`src/csg_pkg.sv`:
```
// Package for the service gate and self-test supervisor.
// Assumes one 100 MHz clock domain and an AXI4-Lite register bus.
package csg_pkg;

  // ----------------------------------------------------------------
  // Register map
  // ----------------------------------------------------------------
  localparam logic [7:0] REG_CMD      = 8'h00;
  localparam logic [7:0] REG_STATUS   = 8'h04;
  localparam logic [7:0] REG_RESULT   = 8'h08;
  localparam logic [7:0] REG_OPERATOR = 8'h0C;
  localparam logic [7:0] REG_CONFIG   = 8'h10;
  localparam logic [7:0] REG_DIGEST   = 8'h14;
  localparam logic [7:0] REG_KEYSTATE = 8'h18;

  // ----------------------------------------------------------------
  // Command word fields
  // ----------------------------------------------------------------
  localparam int CMD_SVC_LSB  = 0;
  localparam int CMD_ARG_LSB  = 8;
  localparam int CMD_NEG_BIT  = 16;

  // ----------------------------------------------------------------
  // Status word fields
  // ----------------------------------------------------------------
  localparam int ST_LOADER_LSB = 0;
  localparam int ST_CAP_LSB    = 2;
  localparam int ST_ENGINE_LSB = 4;
  localparam int ST_ROLE_LSB   = 12;
  localparam int ST_FATAL_BIT  = 14;
  localparam int ST_BUSY_BIT   = 15;
  localparam int ST_DIAG_BIT   = 16;
  localparam int ST_OUTEN_BIT  = 17;
  localparam int ST_READY_BIT  = 18;

  localparam logic [1:0] LOADER_OK   = 2'h1;
  localparam logic [1:0] LOADER_FAIL = 2'h2;
  localparam logic [1:0] CAP_OK      = 2'h2;
  localparam logic [1:0] CAP_FAIL    = 2'h1;
  localparam logic [7:0] ENG_AES     = 8'h01;
  localparam logic [7:0] ENG_SHA     = 8'h02;
  localparam logic [7:0] ENG_KW      = 8'h08;
  localparam logic [7:0] ENG_XTS     = 8'h04;

  // ----------------------------------------------------------------
  // Result codes
  // ----------------------------------------------------------------
  localparam logic [31:0] RES_OK        = 32'h0000_0000;
  localparam logic [31:0] RES_DENIED    = 32'h0000_0001;
  localparam logic [31:0] RES_BAD_CMD   = 32'h0000_0002;
  localparam logic [31:0] RES_LOGGED_IN = 32'h0000_0003;
  localparam logic [31:0] RES_AUTH_FAIL = 32'h0000_0004;
  localparam logic [31:0] RES_BUSY      = 32'h0000_0005;
  localparam logic [31:0] RES_DIAG_FAIL = 32'h0000_0006;
  localparam logic [31:0] RES_FW_HMAC   = 32'h0000_000E;

  localparam logic [7:0] ZERO_BYTE = 8'h00;
  localparam logic [7:0] FILL_BYTE = 8'hFF;

  localparam logic [1:0] AXI_OKAY   = 2'h0;
  localparam logic [1:0] AXI_SLVERR = 2'h2;

  // ----------------------------------------------------------------
  // Types
  // ----------------------------------------------------------------
  typedef enum logic [1:0] {ROLE_NONE, ROLE_OFFICER, ROLE_USER} csg_role_e;

  typedef enum logic [7:0] {
    SVC_CONFIGURE   = 8'h01,
    SVC_DIAG_TEST   = 8'h02,
    SVC_ENCRYPT     = 8'h03,
    SVC_DECRYPT     = 8'h04,
    SVC_OP_ADD      = 8'h05,
    SVC_OP_KEY_UPD  = 8'h06,
    SVC_OP_ZERO_ONE = 8'h07,
    SVC_OP_ZERO_ALL = 8'h08,
    SVC_DEK_UPDATE  = 8'h09,
    SVC_DEK_ZERO    = 8'h0A,
    SVC_KEK_UPDATE  = 8'h0B,
    SVC_KEK_ZERO    = 8'h0C,
    SVC_HMAC_SET    = 8'h0D,
    SVC_HMAC_ZERO   = 8'h0E,
    SVC_FW_UPDATE   = 8'h0F,
    SVC_RESET       = 8'h10,
    SVC_LOGIN       = 8'h11,
    SVC_LOGOUT      = 8'h12,
    SVC_GET_OP      = 8'h13,
    SVC_GET_CONFIG  = 8'h14,
    SVC_SHOW_STATUS = 8'h15
  } csg_svc_e;

  typedef enum logic [2:0] {
    ST_CRC, ST_KAT, ST_IDLE, ST_SERVICE, ST_ZEROIZE, ST_FATAL
  } csg_state_e;

  typedef struct packed {
    logic        pass;
    logic [7:0]  fail_engine;
  } csg_kat_s;

  // Engine handshake towards crypto cores (datapaths are outside)
  typedef struct packed {
    logic        req;
    logic [7:0]  svc;
    logic        negative;
  } csg_eng_req_s;

  typedef struct packed {
    logic        done;
    logic        match;
    logic [31:0] digest;
  } csg_eng_rsp_s;

endpackage : csg_pkg

```
`src/csg_gate.sv`:
```
// Service gate and self-test supervisor: role checks, power-up tests,
// firmware authentication result and diagnostics, AXI4-Lite registers.
// Assumes the crypto engines, flash CRC and certificate unwrap sit outside
// and answer through done/match handshakes.
//
// Implementation choices: the register addresses and the AXI4-Lite interface to the registers.
`timescale 1ns/1ps
module csg_gate #(
  parameter int KAT_COUNT = 4
) (
  input  wire logic                 aclk,
  input  wire logic                 aresetn,
  // AXI4-Lite slave
  input  wire logic [7:0]           s_axi_awaddr,
  input  wire logic                 s_axi_awvalid,
  output logic                      s_axi_awready,
  input  wire logic [31:0]          s_axi_wdata,
  input  wire logic [3:0]           s_axi_wstrb,
  input  wire logic                 s_axi_wvalid,
  output logic                      s_axi_wready,
  output logic [1:0]                s_axi_bresp,
  output logic                      s_axi_bvalid,
  input  wire logic                 s_axi_bready,
  input  wire logic [7:0]           s_axi_araddr,
  input  wire logic                 s_axi_arvalid,
  output logic                      s_axi_arready,
  output logic [31:0]               s_axi_rdata,
  output logic [1:0]                s_axi_rresp,
  output logic                      s_axi_rvalid,
  input  wire logic                 s_axi_rready,
  // Flash CRC checker
  output logic                      crc_start,
  input  wire logic                 crc_done,
  input  wire logic                 crc_ok,
  // Crypto engines (known-answer, HMAC, login unwrap, key unwrap)
  output csg_pkg::csg_eng_req_s     eng_req,
  input  wire csg_pkg::csg_eng_rsp_s eng_rsp,
  input  wire logic [1:0]           login_role,
  input  wire logic                 io_message_block_active,
  // Key store zeroize strobes with fill pattern
  output logic [3:0]                key_zero,
  output logic [7:0]                key_zero_fill,
  output logic                      data_out_enable,
  output logic [3:0]                status_led
);

  // ----------------------------------------------------------------
  // State
  // ----------------------------------------------------------------
  typedef struct packed {
    csg_pkg::csg_state_e st;
    csg_pkg::csg_role_e  role;
    logic [1:0]          loader;
    logic [1:0]          cap;
    logic [7:0]          engine;
    logic [2:0]          kat_idx;
    logic                diag_mode;
    logic                busy;
    logic [7:0]          svc;
    logic                neg;
    logic [31:0]         result;
    logic [31:0]         digest;
    logic [31:0]         config_word;
    logic [3:0]          key_valid;
    logic [3:0]          zero;
    logic                aw_got;
    logic                w_got;
    logic [7:0]          awaddr;
    logic [31:0]         wdata;
    logic                bvalid;
    logic [1:0]          bresp;
    logic                rvalid;
    logic [31:0]         rdata;
    logic [1:0]          rresp;
    logic                req;
    logic                crc_go;
  } csg_state_s;

  csg_state_s s_r;
  csg_state_s s_nxt;

  logic fire_w;
  logic [7:0] cmd_svc;

  assign s_axi_awready = !s_r.aw_got && !s_r.bvalid;
  assign s_axi_wready  = !s_r.w_got && !s_r.bvalid;
  assign s_axi_arready = !s_r.rvalid;
  assign fire_w        = (s_r.aw_got || (s_axi_awvalid && s_axi_awready))
                      && (s_r.w_got || (s_axi_wvalid && s_axi_wready));

  // ----------------------------------------------------------------
  // Role gate
  // ----------------------------------------------------------------
  function automatic logic role_ok(input logic [7:0] svc, input csg_pkg::csg_role_e role);
    logic ok;
    ok = 1'b0;
    case (svc)
      csg_pkg::SVC_CONFIGURE, csg_pkg::SVC_DIAG_TEST:
        ok = (role == csg_pkg::ROLE_OFFICER);
      csg_pkg::SVC_ENCRYPT, csg_pkg::SVC_DECRYPT:
        ok = (role == csg_pkg::ROLE_USER);
      csg_pkg::SVC_OP_ADD, csg_pkg::SVC_OP_KEY_UPD, csg_pkg::SVC_OP_ZERO_ONE, csg_pkg::SVC_OP_ZERO_ALL:
        ok = (role != csg_pkg::ROLE_NONE);
      csg_pkg::SVC_DEK_UPDATE, csg_pkg::SVC_DEK_ZERO, csg_pkg::SVC_KEK_UPDATE, csg_pkg::SVC_KEK_ZERO,
      csg_pkg::SVC_HMAC_SET, csg_pkg::SVC_HMAC_ZERO, csg_pkg::SVC_FW_UPDATE:
        ok = (role != csg_pkg::ROLE_NONE);
      csg_pkg::SVC_RESET, csg_pkg::SVC_LOGIN, csg_pkg::SVC_LOGOUT, csg_pkg::SVC_GET_OP,
      csg_pkg::SVC_GET_CONFIG, csg_pkg::SVC_SHOW_STATUS:
        ok = 1'b1;
      default: ok = 1'b0;
    endcase
    return ok;
  endfunction : role_ok

  function automatic logic [31:0] status_word(input csg_state_s s);
    logic [31:0] w;
    w = '0;
    w[csg_pkg::ST_LOADER_LSB +: 2] = s.loader;
    w[csg_pkg::ST_CAP_LSB +: 2]    = s.cap;
    w[csg_pkg::ST_ENGINE_LSB +: 8] = s.engine;
    w[csg_pkg::ST_ROLE_LSB +: 2]   = s.role;
    w[csg_pkg::ST_FATAL_BIT]       = (s.st == csg_pkg::ST_FATAL);
    w[csg_pkg::ST_BUSY_BIT]        = s.busy;
    w[csg_pkg::ST_DIAG_BIT]        = s.diag_mode;
    w[csg_pkg::ST_OUTEN_BIT]       = (s.st == csg_pkg::ST_IDLE || s.st == csg_pkg::ST_SERVICE);
    w[csg_pkg::ST_READY_BIT]       = (s.st == csg_pkg::ST_IDLE);
    return w;
  endfunction : status_word

  assign cmd_svc = s_r.w_got ? s_r.wdata[csg_pkg::CMD_SVC_LSB +: 8] : s_axi_wdata[csg_pkg::CMD_SVC_LSB +: 8];

  // ----------------------------------------------------------------
  // Next state
  // ----------------------------------------------------------------
  always_comb begin
    logic [7:0]  a;
    logic [31:0] d;
    logic        pass;
    a = s_r.aw_got ? s_r.awaddr : s_axi_awaddr;
    d = s_r.w_got ? s_r.wdata : s_axi_wdata;
    pass = 1'b0;
    s_nxt = s_r;
    s_nxt.zero = '0;
    s_nxt.req = 1'b0;
    s_nxt.crc_go = 1'b0;

    // Write channel capture, either order
    if (s_axi_awvalid && s_axi_awready) begin
      s_nxt.aw_got = 1'b1;
      s_nxt.awaddr = s_axi_awaddr;
    end
    if (s_axi_wvalid && s_axi_wready) begin
      s_nxt.w_got = 1'b1;
      s_nxt.wdata = s_axi_wdata;
    end
    if (s_r.bvalid && s_axi_bready) begin
      s_nxt.bvalid = 1'b0;
    end

    // Engine state machine
    case (s_r.st)
      csg_pkg::ST_CRC: begin
        s_nxt.busy = 1'b1;
        if (crc_done) begin
          if (crc_ok) begin
            s_nxt.loader  = csg_pkg::LOADER_OK;
            s_nxt.st      = csg_pkg::ST_KAT;
            s_nxt.kat_idx = '0;
            s_nxt.req     = 1'b1;
          end else begin
            s_nxt.loader = csg_pkg::LOADER_FAIL;
            s_nxt.st     = csg_pkg::ST_FATAL;
          end
        end
      end
      csg_pkg::ST_KAT: begin
        // Fixed list: AES ECB, HMAC SHA-256, XTS, key wrap
        if (eng_rsp.done) begin
          if (!eng_rsp.match) begin
            s_nxt.cap    = csg_pkg::CAP_FAIL;
            s_nxt.engine = csg_pkg::ENG_AES << s_r.kat_idx;
            s_nxt.st     = csg_pkg::ST_FATAL;
          end else if (s_r.kat_idx == 3'(KAT_COUNT - 1)) begin
            s_nxt.cap  = csg_pkg::CAP_OK;
            s_nxt.st   = csg_pkg::ST_IDLE;
            s_nxt.busy = 1'b0;
          end else begin
            s_nxt.kat_idx = s_r.kat_idx + 3'h1;
            s_nxt.req     = 1'b1;
          end
        end
      end
      csg_pkg::ST_SERVICE: begin
        if (eng_rsp.done) begin
          s_nxt.busy = 1'b0;
          s_nxt.st   = csg_pkg::ST_IDLE;
          case (s_r.svc)
            csg_pkg::SVC_LOGIN: begin
              if (eng_rsp.match && login_role != 2'h0) begin
                s_nxt.role   = csg_pkg::csg_role_e'(login_role);
                s_nxt.result = csg_pkg::RES_OK;
              end else begin
                s_nxt.result = csg_pkg::RES_AUTH_FAIL;
              end
            end
            csg_pkg::SVC_FW_UPDATE:
              s_nxt.result = eng_rsp.match ? csg_pkg::RES_OK : csg_pkg::RES_FW_HMAC;
            csg_pkg::SVC_DIAG_TEST: begin
              pass = s_r.neg ? !eng_rsp.match : eng_rsp.match;
              s_nxt.digest = eng_rsp.digest;
              s_nxt.result = pass ? csg_pkg::RES_OK : csg_pkg::RES_DIAG_FAIL;
            end
            default: s_nxt.result = csg_pkg::RES_OK;
          endcase
        end
      end
      csg_pkg::ST_ZEROIZE: begin
        s_nxt.busy = 1'b0;
        s_nxt.st   = csg_pkg::ST_IDLE;
      end
      csg_pkg::ST_FATAL: s_nxt.busy = 1'b0;
      default: ;
    endcase

    // Command register write
    if (fire_w && !s_r.bvalid) begin
      s_nxt.aw_got = 1'b0;
      s_nxt.w_got  = 1'b0;
      s_nxt.bvalid = 1'b1;
      s_nxt.bresp  = csg_pkg::AXI_OKAY;
      if (a == csg_pkg::REG_CMD && s_axi_wstrb == 4'hF) begin
        if (s_r.st != csg_pkg::ST_IDLE) begin
          s_nxt.result = csg_pkg::RES_BUSY;
        end else if (!role_ok(d[7:0], s_r.role)) begin
          s_nxt.result = (d[7:0] > csg_pkg::SVC_SHOW_STATUS || d[7:0] == 8'h00)
                         ? csg_pkg::RES_BAD_CMD : csg_pkg::RES_DENIED;
        end else begin
          s_nxt.svc    = d[7:0];
          s_nxt.neg    = d[csg_pkg::CMD_NEG_BIT];
          s_nxt.result = csg_pkg::RES_OK;
          case (d[7:0])
            csg_pkg::SVC_LOGIN: begin
              if (s_r.role != csg_pkg::ROLE_NONE) begin
                s_nxt.result = csg_pkg::RES_LOGGED_IN;
              end else begin
                s_nxt.st = csg_pkg::ST_SERVICE;
                s_nxt.busy = 1'b1;
                s_nxt.req = 1'b1;
              end
            end
            csg_pkg::SVC_LOGOUT: s_nxt.role = csg_pkg::ROLE_NONE;
            csg_pkg::SVC_RESET: begin
              s_nxt.st        = csg_pkg::ST_CRC;
              s_nxt.role      = csg_pkg::ROLE_NONE;
              s_nxt.diag_mode = 1'b0;
              s_nxt.loader    = '0;
              s_nxt.cap       = '0;
              s_nxt.engine    = '0;
              s_nxt.busy      = 1'b1;
              s_nxt.crc_go    = 1'b1;
            end
            csg_pkg::SVC_CONFIGURE: s_nxt.config_word = {8'h00, d[31:8]};
            csg_pkg::SVC_DIAG_TEST: begin
              if (io_message_block_active) begin
                s_nxt.result = csg_pkg::RES_BUSY;
              end else begin
                s_nxt.diag_mode = 1'b1;
                s_nxt.st = csg_pkg::ST_SERVICE;
                s_nxt.busy = 1'b1;
                s_nxt.req = 1'b1;
              end
            end
            csg_pkg::SVC_OP_ZERO_ONE, csg_pkg::SVC_OP_ZERO_ALL: begin
              s_nxt.zero[3] = 1'b1;
              s_nxt.key_valid[3] = 1'b0;
              s_nxt.st = csg_pkg::ST_ZEROIZE;
              s_nxt.busy = 1'b1;
            end
            csg_pkg::SVC_DEK_ZERO, csg_pkg::SVC_KEK_ZERO, csg_pkg::SVC_HMAC_ZERO: begin
              s_nxt.zero = (cmd_svc == csg_pkg::SVC_DEK_ZERO) ? 4'h1
                         : (cmd_svc == csg_pkg::SVC_KEK_ZERO) ? 4'h2 : 4'h4;
              s_nxt.key_valid = s_r.key_valid & ~s_nxt.zero;
              s_nxt.st = csg_pkg::ST_ZEROIZE;
              s_nxt.busy = 1'b1;
            end
            // Keys only arrive wrapped; the unwrap engine does the load
            csg_pkg::SVC_OP_ADD, csg_pkg::SVC_OP_KEY_UPD, csg_pkg::SVC_DEK_UPDATE,
            csg_pkg::SVC_KEK_UPDATE, csg_pkg::SVC_HMAC_SET, csg_pkg::SVC_FW_UPDATE,
            csg_pkg::SVC_ENCRYPT, csg_pkg::SVC_DECRYPT: begin
              s_nxt.st = csg_pkg::ST_SERVICE;
              s_nxt.busy = 1'b1;
              s_nxt.req = 1'b1;
            end
            default: ;
          endcase
        end
      end else if (a != csg_pkg::REG_CMD) begin
        s_nxt.bresp = csg_pkg::AXI_SLVERR;
      end
    end

    // Key validity follows successful loads
    if (s_r.st == csg_pkg::ST_SERVICE && eng_rsp.done && eng_rsp.match) begin
      case (s_r.svc)
        csg_pkg::SVC_DEK_UPDATE: s_nxt.key_valid[0] = 1'b1;
        csg_pkg::SVC_KEK_UPDATE: s_nxt.key_valid[1] = 1'b1;
        csg_pkg::SVC_HMAC_SET:   s_nxt.key_valid[2] = 1'b1;
        csg_pkg::SVC_OP_ADD, csg_pkg::SVC_OP_KEY_UPD: s_nxt.key_valid[3] = 1'b1;
        default: ;
      endcase
    end

    // Read channel
    if (s_r.rvalid && s_axi_rready) begin
      s_nxt.rvalid = 1'b0;
    end
    if (s_axi_arvalid && s_axi_arready) begin
      s_nxt.rvalid = 1'b1;
      s_nxt.rresp  = csg_pkg::AXI_OKAY;
      case (s_axi_araddr)
        csg_pkg::REG_CMD:      s_nxt.rdata = {24'h000000, s_r.svc};
        csg_pkg::REG_STATUS:   s_nxt.rdata = status_word(s_r);
        csg_pkg::REG_RESULT:   s_nxt.rdata = s_r.result;
        csg_pkg::REG_OPERATOR: s_nxt.rdata = {30'h00000000, s_r.role};
        csg_pkg::REG_CONFIG:   s_nxt.rdata = s_r.config_word;
        csg_pkg::REG_DIGEST:   s_nxt.rdata = s_r.digest;
        csg_pkg::REG_KEYSTATE: s_nxt.rdata = {28'h0000000, s_r.key_valid};
        default: begin
          s_nxt.rdata = '0;
          s_nxt.rresp = csg_pkg::AXI_SLVERR;
        end
      endcase
    end
  end

  // ----------------------------------------------------------------
  // Registers
  // ----------------------------------------------------------------
  always_ff @(posedge aclk) begin
    if (!aresetn) begin
      s_r        <= '0;
      s_r.st     <= csg_pkg::ST_CRC;
      s_r.role   <= csg_pkg::ROLE_NONE;
      s_r.busy   <= 1'b1;
      s_r.crc_go <= 1'b1;
    end else begin
      s_r <= s_nxt;
    end
  end

  // ----------------------------------------------------------------
  // Outputs
  // ----------------------------------------------------------------
  assign s_axi_bvalid = s_r.bvalid;
  assign s_axi_bresp  = s_r.bresp;
  assign s_axi_rvalid = s_r.rvalid;
  assign s_axi_rdata  = s_r.rdata;
  assign s_axi_rresp  = s_r.rresp;
  assign crc_start    = s_r.crc_go;

  always_comb begin
    eng_req.req      = s_r.req;
    eng_req.svc      = (s_r.st == csg_pkg::ST_KAT) ? {5'h00, s_r.kat_idx} : s_r.svc;
    eng_req.negative = (s_r.st == csg_pkg::ST_KAT) ? 1'b0 : s_r.neg;
  end

  // Zeroize index: 0 data key, 1 wrap key, 2 firmware key, 3 operator key
  assign key_zero      = s_r.zero;
  assign key_zero_fill = (s_r.zero[1] || s_r.zero[3]) ? csg_pkg::FILL_BYTE : csg_pkg::ZERO_BYTE;
  // Output blocked in self-test, zeroize, fatal and diagnostic mode
  assign data_out_enable = (s_r.st == csg_pkg::ST_IDLE || s_r.st == csg_pkg::ST_SERVICE)
                        && !s_r.diag_mode;
  assign status_led = {s_r.st == csg_pkg::ST_FATAL, s_r.busy, s_r.role != csg_pkg::ROLE_NONE,
                       s_r.st == csg_pkg::ST_IDLE};

endmodule : csg_gate

```
`config.mk`:
```
export PLATFORM = sky130hd
export DESIGN_NAME = csg_gate
export DESIGN_NICKNAME = d
export VERILOG_FILES = /design/src/csg_pkg.sv /design/src/csg_gate.sv
export SDC_FILE = /design/constraint.sdc
export NUM_CORES = 1
export LEC_CHECK = 0
export BUFFER_PORTS_ARGS = -buffer_cell sky130_fd_sc_hd__buf_4
export CAP_MARGIN = 0
export CORE_UTILIZATION = 40
export CTS_BUF_LIST = sky130_fd_sc_hd__clkbuf_2
export DETAILED_ROUTE_END_ITERATION = 8
export PLACE_DENSITY = 0.72
export SLEW_MARGIN = 20
export SYNTH_ARGS = -nofsm -noshare
export SYNTH_HDL_FRONTEND = slang
export SYNTH_SLANG_ARGS = --single-unit
```
`constraint.sdc`:
```
create_clock -name aclk -period 2.5 [get_ports aclk]
set_input_delay 0.125 -clock aclk [delete_from_list [all_inputs] [get_ports aclk]]
set_output_delay 0.125 -clock aclk [all_outputs]
set_load 0.05 [all_outputs]
```
==> flow_metrics.env <==
export IMPL_status="complete, no violations"
export IMPL_synth_cell_area_um2=9518
export IMPL_core_um2=23400
export IMPL_rsz0062_at_grt="no"
export IMPL_critPathSlowestCell="dlygate4sd3_1"
export IMPL_grt_met1_usage=0.2960
export IMPL_cp_cell_sequence="nor2_1, and2_1, nand2_1, dlygate4sd3_1, a21oi_1, dlygate4sd3_1"
export IMPL_crit_type="reg -> reg"
export IMPL_critical_path_max_stage_delay_ns=0.57
export IMPL_htree_levels=2
export IMPL_clk_transition_reported_paths_ns=0.11
export IMPL_rows=56
export IMPL_cp_start_kind="flop"
export IMPL_hp_class="in -> reg"
export IMPL_critical_path_max_fanout=9
export IMPL_gr_total_overflow=0
export IMPL_drive_above_1_share=0.2353
export IMPL_tns_ns=0
export IMPL_yosys_register_bits=207
export IMPL_drv_slew=0
export IMPL_arrival_ns=3.09
export IMPL_grt_max_degree=92
export IMPL_internal_power_mw=4.818
export IMPL_cts_tree="built"
export IMPL_critPathCaptureType="flop"
export IMPL_ys_warn_count=0
export IMPL_grtUsageMet2=0.3869
export IMPL_vdd_ir_drop_max_mv=0.3983
export IMPL_worstPathRequired_ns=3.24
export IMPL_finalWirelength_um=28820
export IMPL_setup_viol=0
export IMPL_drtPass1Iterations=7
export IMPL_yosysSeqAreaShare=0.4354
export IMPL_slew_headroom=0.3239
export IMPL_cts_buffer_depth=3
export IMPL_netlist_instances=1118
export IMPL_gr_usage_all_layers=0.2340
export IMPL_p_sw_mw=2.029
export IMPL_ys_flop_type="dfxtp_1"
export IMPL_die_height_um=156.3
export IMPL_synth_edf_count=0
export IMPL_wl_per_cell_um=16.45
export IMPL_ant_nets=0
export IMPL_cellLeakagePower_nw=4.957
export IMPL_top_usage_layer="met2"
export IMPL_drc_errors=0
export IMPL_synth_most_common_cell="nand2_1"
export IMPL_dp_hpwl_um=18890
export IMPL_synth_top_area_cell="dfxtp_1"
export IMPL_synth_top_area_share=0.4354
export IMPL_syn_to_final_growth_pct=35.05
export IMPL_portBuffers=164
export IMPL_grt_pass1_vias=9022
export IMPL_period_share=0.9382
export IMPL_power_frac_clock=0.337
export IMPL_final_cell_count_no_fill=1752
export IMPL_gp_congestion=0.8793
export IMPL_seq_power_share=0.502
export IMPL_place_inst=1510
export IMPL_crit_top_cell="dlygate4sd3_1"
export IMPL_synth_area_leaders="dfxtp_1, nand2_1, a21oi_1"
export IMPL_power_density_nw_per_um2=532.7
export IMPL_gr_usage_met3=0.04403
export IMPL_yosysUniqueCellTypes=74
export IMPL_fmax_ghz=0.4264
export IMPL_start_util=0.4067
export IMPL_first_iter_violations=776
export IMPL_comb_power_share=0.160
export IMPL_avgSynthCellArea_um2=8.513
export IMPL_antenna_found_initial=1
export IMPL_final_net_count=1497
export IMPL_synth_top_cells_by_count="nand2_1, dfxtp_1, a21oi_1, clkbuf_1, buf_4"
export IMPL_maxCapViolations=0
export IMPL_viasPerCell=5.295
export IMPL_cts_inserted_buffers=53
export IMPL_die_w_um=156.3
export IMPL_clock_latency_ns=0.83
export IMPL_hold_violations=0
export IMPL_io_pins=167
export IMPL_grt_pass1_wl_um=45540
export IMPL_async_flop_share=0
export IMPL_clock_sinks=207
export IMPL_cts_root_buf="clkbuf_2"
export IMPL_dieArea_um2=24420
export IMPL_skew_ns=0.05548
export IMPL_fin_crit_ns=2.345
export IMPL_vias=9276
export IMPL_worstMarginPinSlew_ns=1.014
export IMPL_switching_share=0.2963
per-layer routing:
metal,vias to the layer above,share of wire
met5,-,0
li1,4515,-
met2,372,0.46
met4,0,0.029
met1,4322,0.44
met3,67,0.073
worst max-delay path, delay by kind of cell (launching register included):
family	cells	cell delay (ns)
flip-flops	1	0.38
AND/OR/NAND/NOR	3	0.65
buffers and inverters	2	1.14
AO/OA/AOI/OAI	1	0.12
sequential cells by signal (all words and copies together) (netlist names):
name / cells
status_led: 1
eng_req: 1
s_axi_rdata: 32
s_axi_rresp: 1
s_axi_rvalid: 1
crc_start: 1
key_zero: 4
s_axi_bvalid: 1
s_r: 164
s_axi_bresp: 1
per-stage QoR:
stage	util	setup WS, ns	total power, mW	hold slack [ns]	instance area (um^2)
global route	0.5492	0.005389	7.187	0.03661	12850
detailed placement	0.4654	0.06038	4.378	0.3824	10890
global placement	0.4654	0.09392	4.364	0.3826	10890
CTS	0.5483	0.03136	6.880	0.04518	12830
floorplan	-	0.03487	4.051	0.2610	9522
finish	0.5492	0.1545	6.847	0.1091	12850
area by class of cell:
type	count	area, um^2
fill	2148	10550
multi-input combinational	763	4622
sequential	207	4150
timing repair buffer	357	3153
tap	319	399.1
clock buffer	76	380.4
clock inverter	18	102.6
inverter	11	43.79
antenna	1	2.502
final timing paths:
kind                                      start              end  slack, ns  depth (start not counted)
worst min-delay path                eng_rsp[19]         s_r[141]       0.11                          4
worst min register to register  s_axi_rdata[11]  s_axi_rdata[11]       0.46                          2
worst max-delay path                    s_r[81]          s_r[76]       0.15                          6
worst max register to register          s_r[81]          s_r[76]       0.15                          6
placed cells by master (no fill, tap or decap), drive strengths merged, types with 13 or more instances in the layout:
master | synthesis | layout
nand2 | 215 | 215
buf | 75 | 213
dfxtp | 207 | 207
dlygate4sd3 | 0 | 144
a21oi | 119 | 119
clkbuf | 63 | 76
nor2 | 55 | 55
and2 | 39 | 39
mux2i | 30 | 30
a31oi | 29 | 29
a311oi | 26 | 26
o21ai | 21 | 21
nor3 | 19 | 19
a222oi | 18 | 18
clkinv | 1 | 16
mux2 | 13 | 13
a21o | 13 | 13
cell families after synthesis:
family | after synthesis | synth area share
and+or+nand+nor | 410 | 0.2034
AOI/OAI and AO/OA | 293 | 0.2088
DFF | 207 | 0.4354
buffers and inverters | 149 | 0.08321
muxes | 47 | 0.05640
adders and majority gates | 6 | 0.007887
xor gates and xnor gates | 5 | 0.004602
other | 1 | 0.0003940
power by group through the flow:
stage / logic, mW / registers (mW) / clock network, mW
after floorplan: 0.558 / 3.49 / 0
after global placement: 0.855 / 3.51 / 0
after detailed placement: 0.866 / 3.51 / 0
after CTS: 1.08 / 3.44 / 2.36
after global routing: 1.18 / 3.45 / 2.55
final: 1.10 / 3.44 / 2.31
what timing repair did:
action                                  CTS  global route
setup buffers                             1             2
hold buffers                            144             0
pin swaps                                 1             1
endpoints found under the setup margin    3            50
resized for setup                         2             3
endpoints found under the hold margin   179             0
Power figures use the tool's default switching activity.
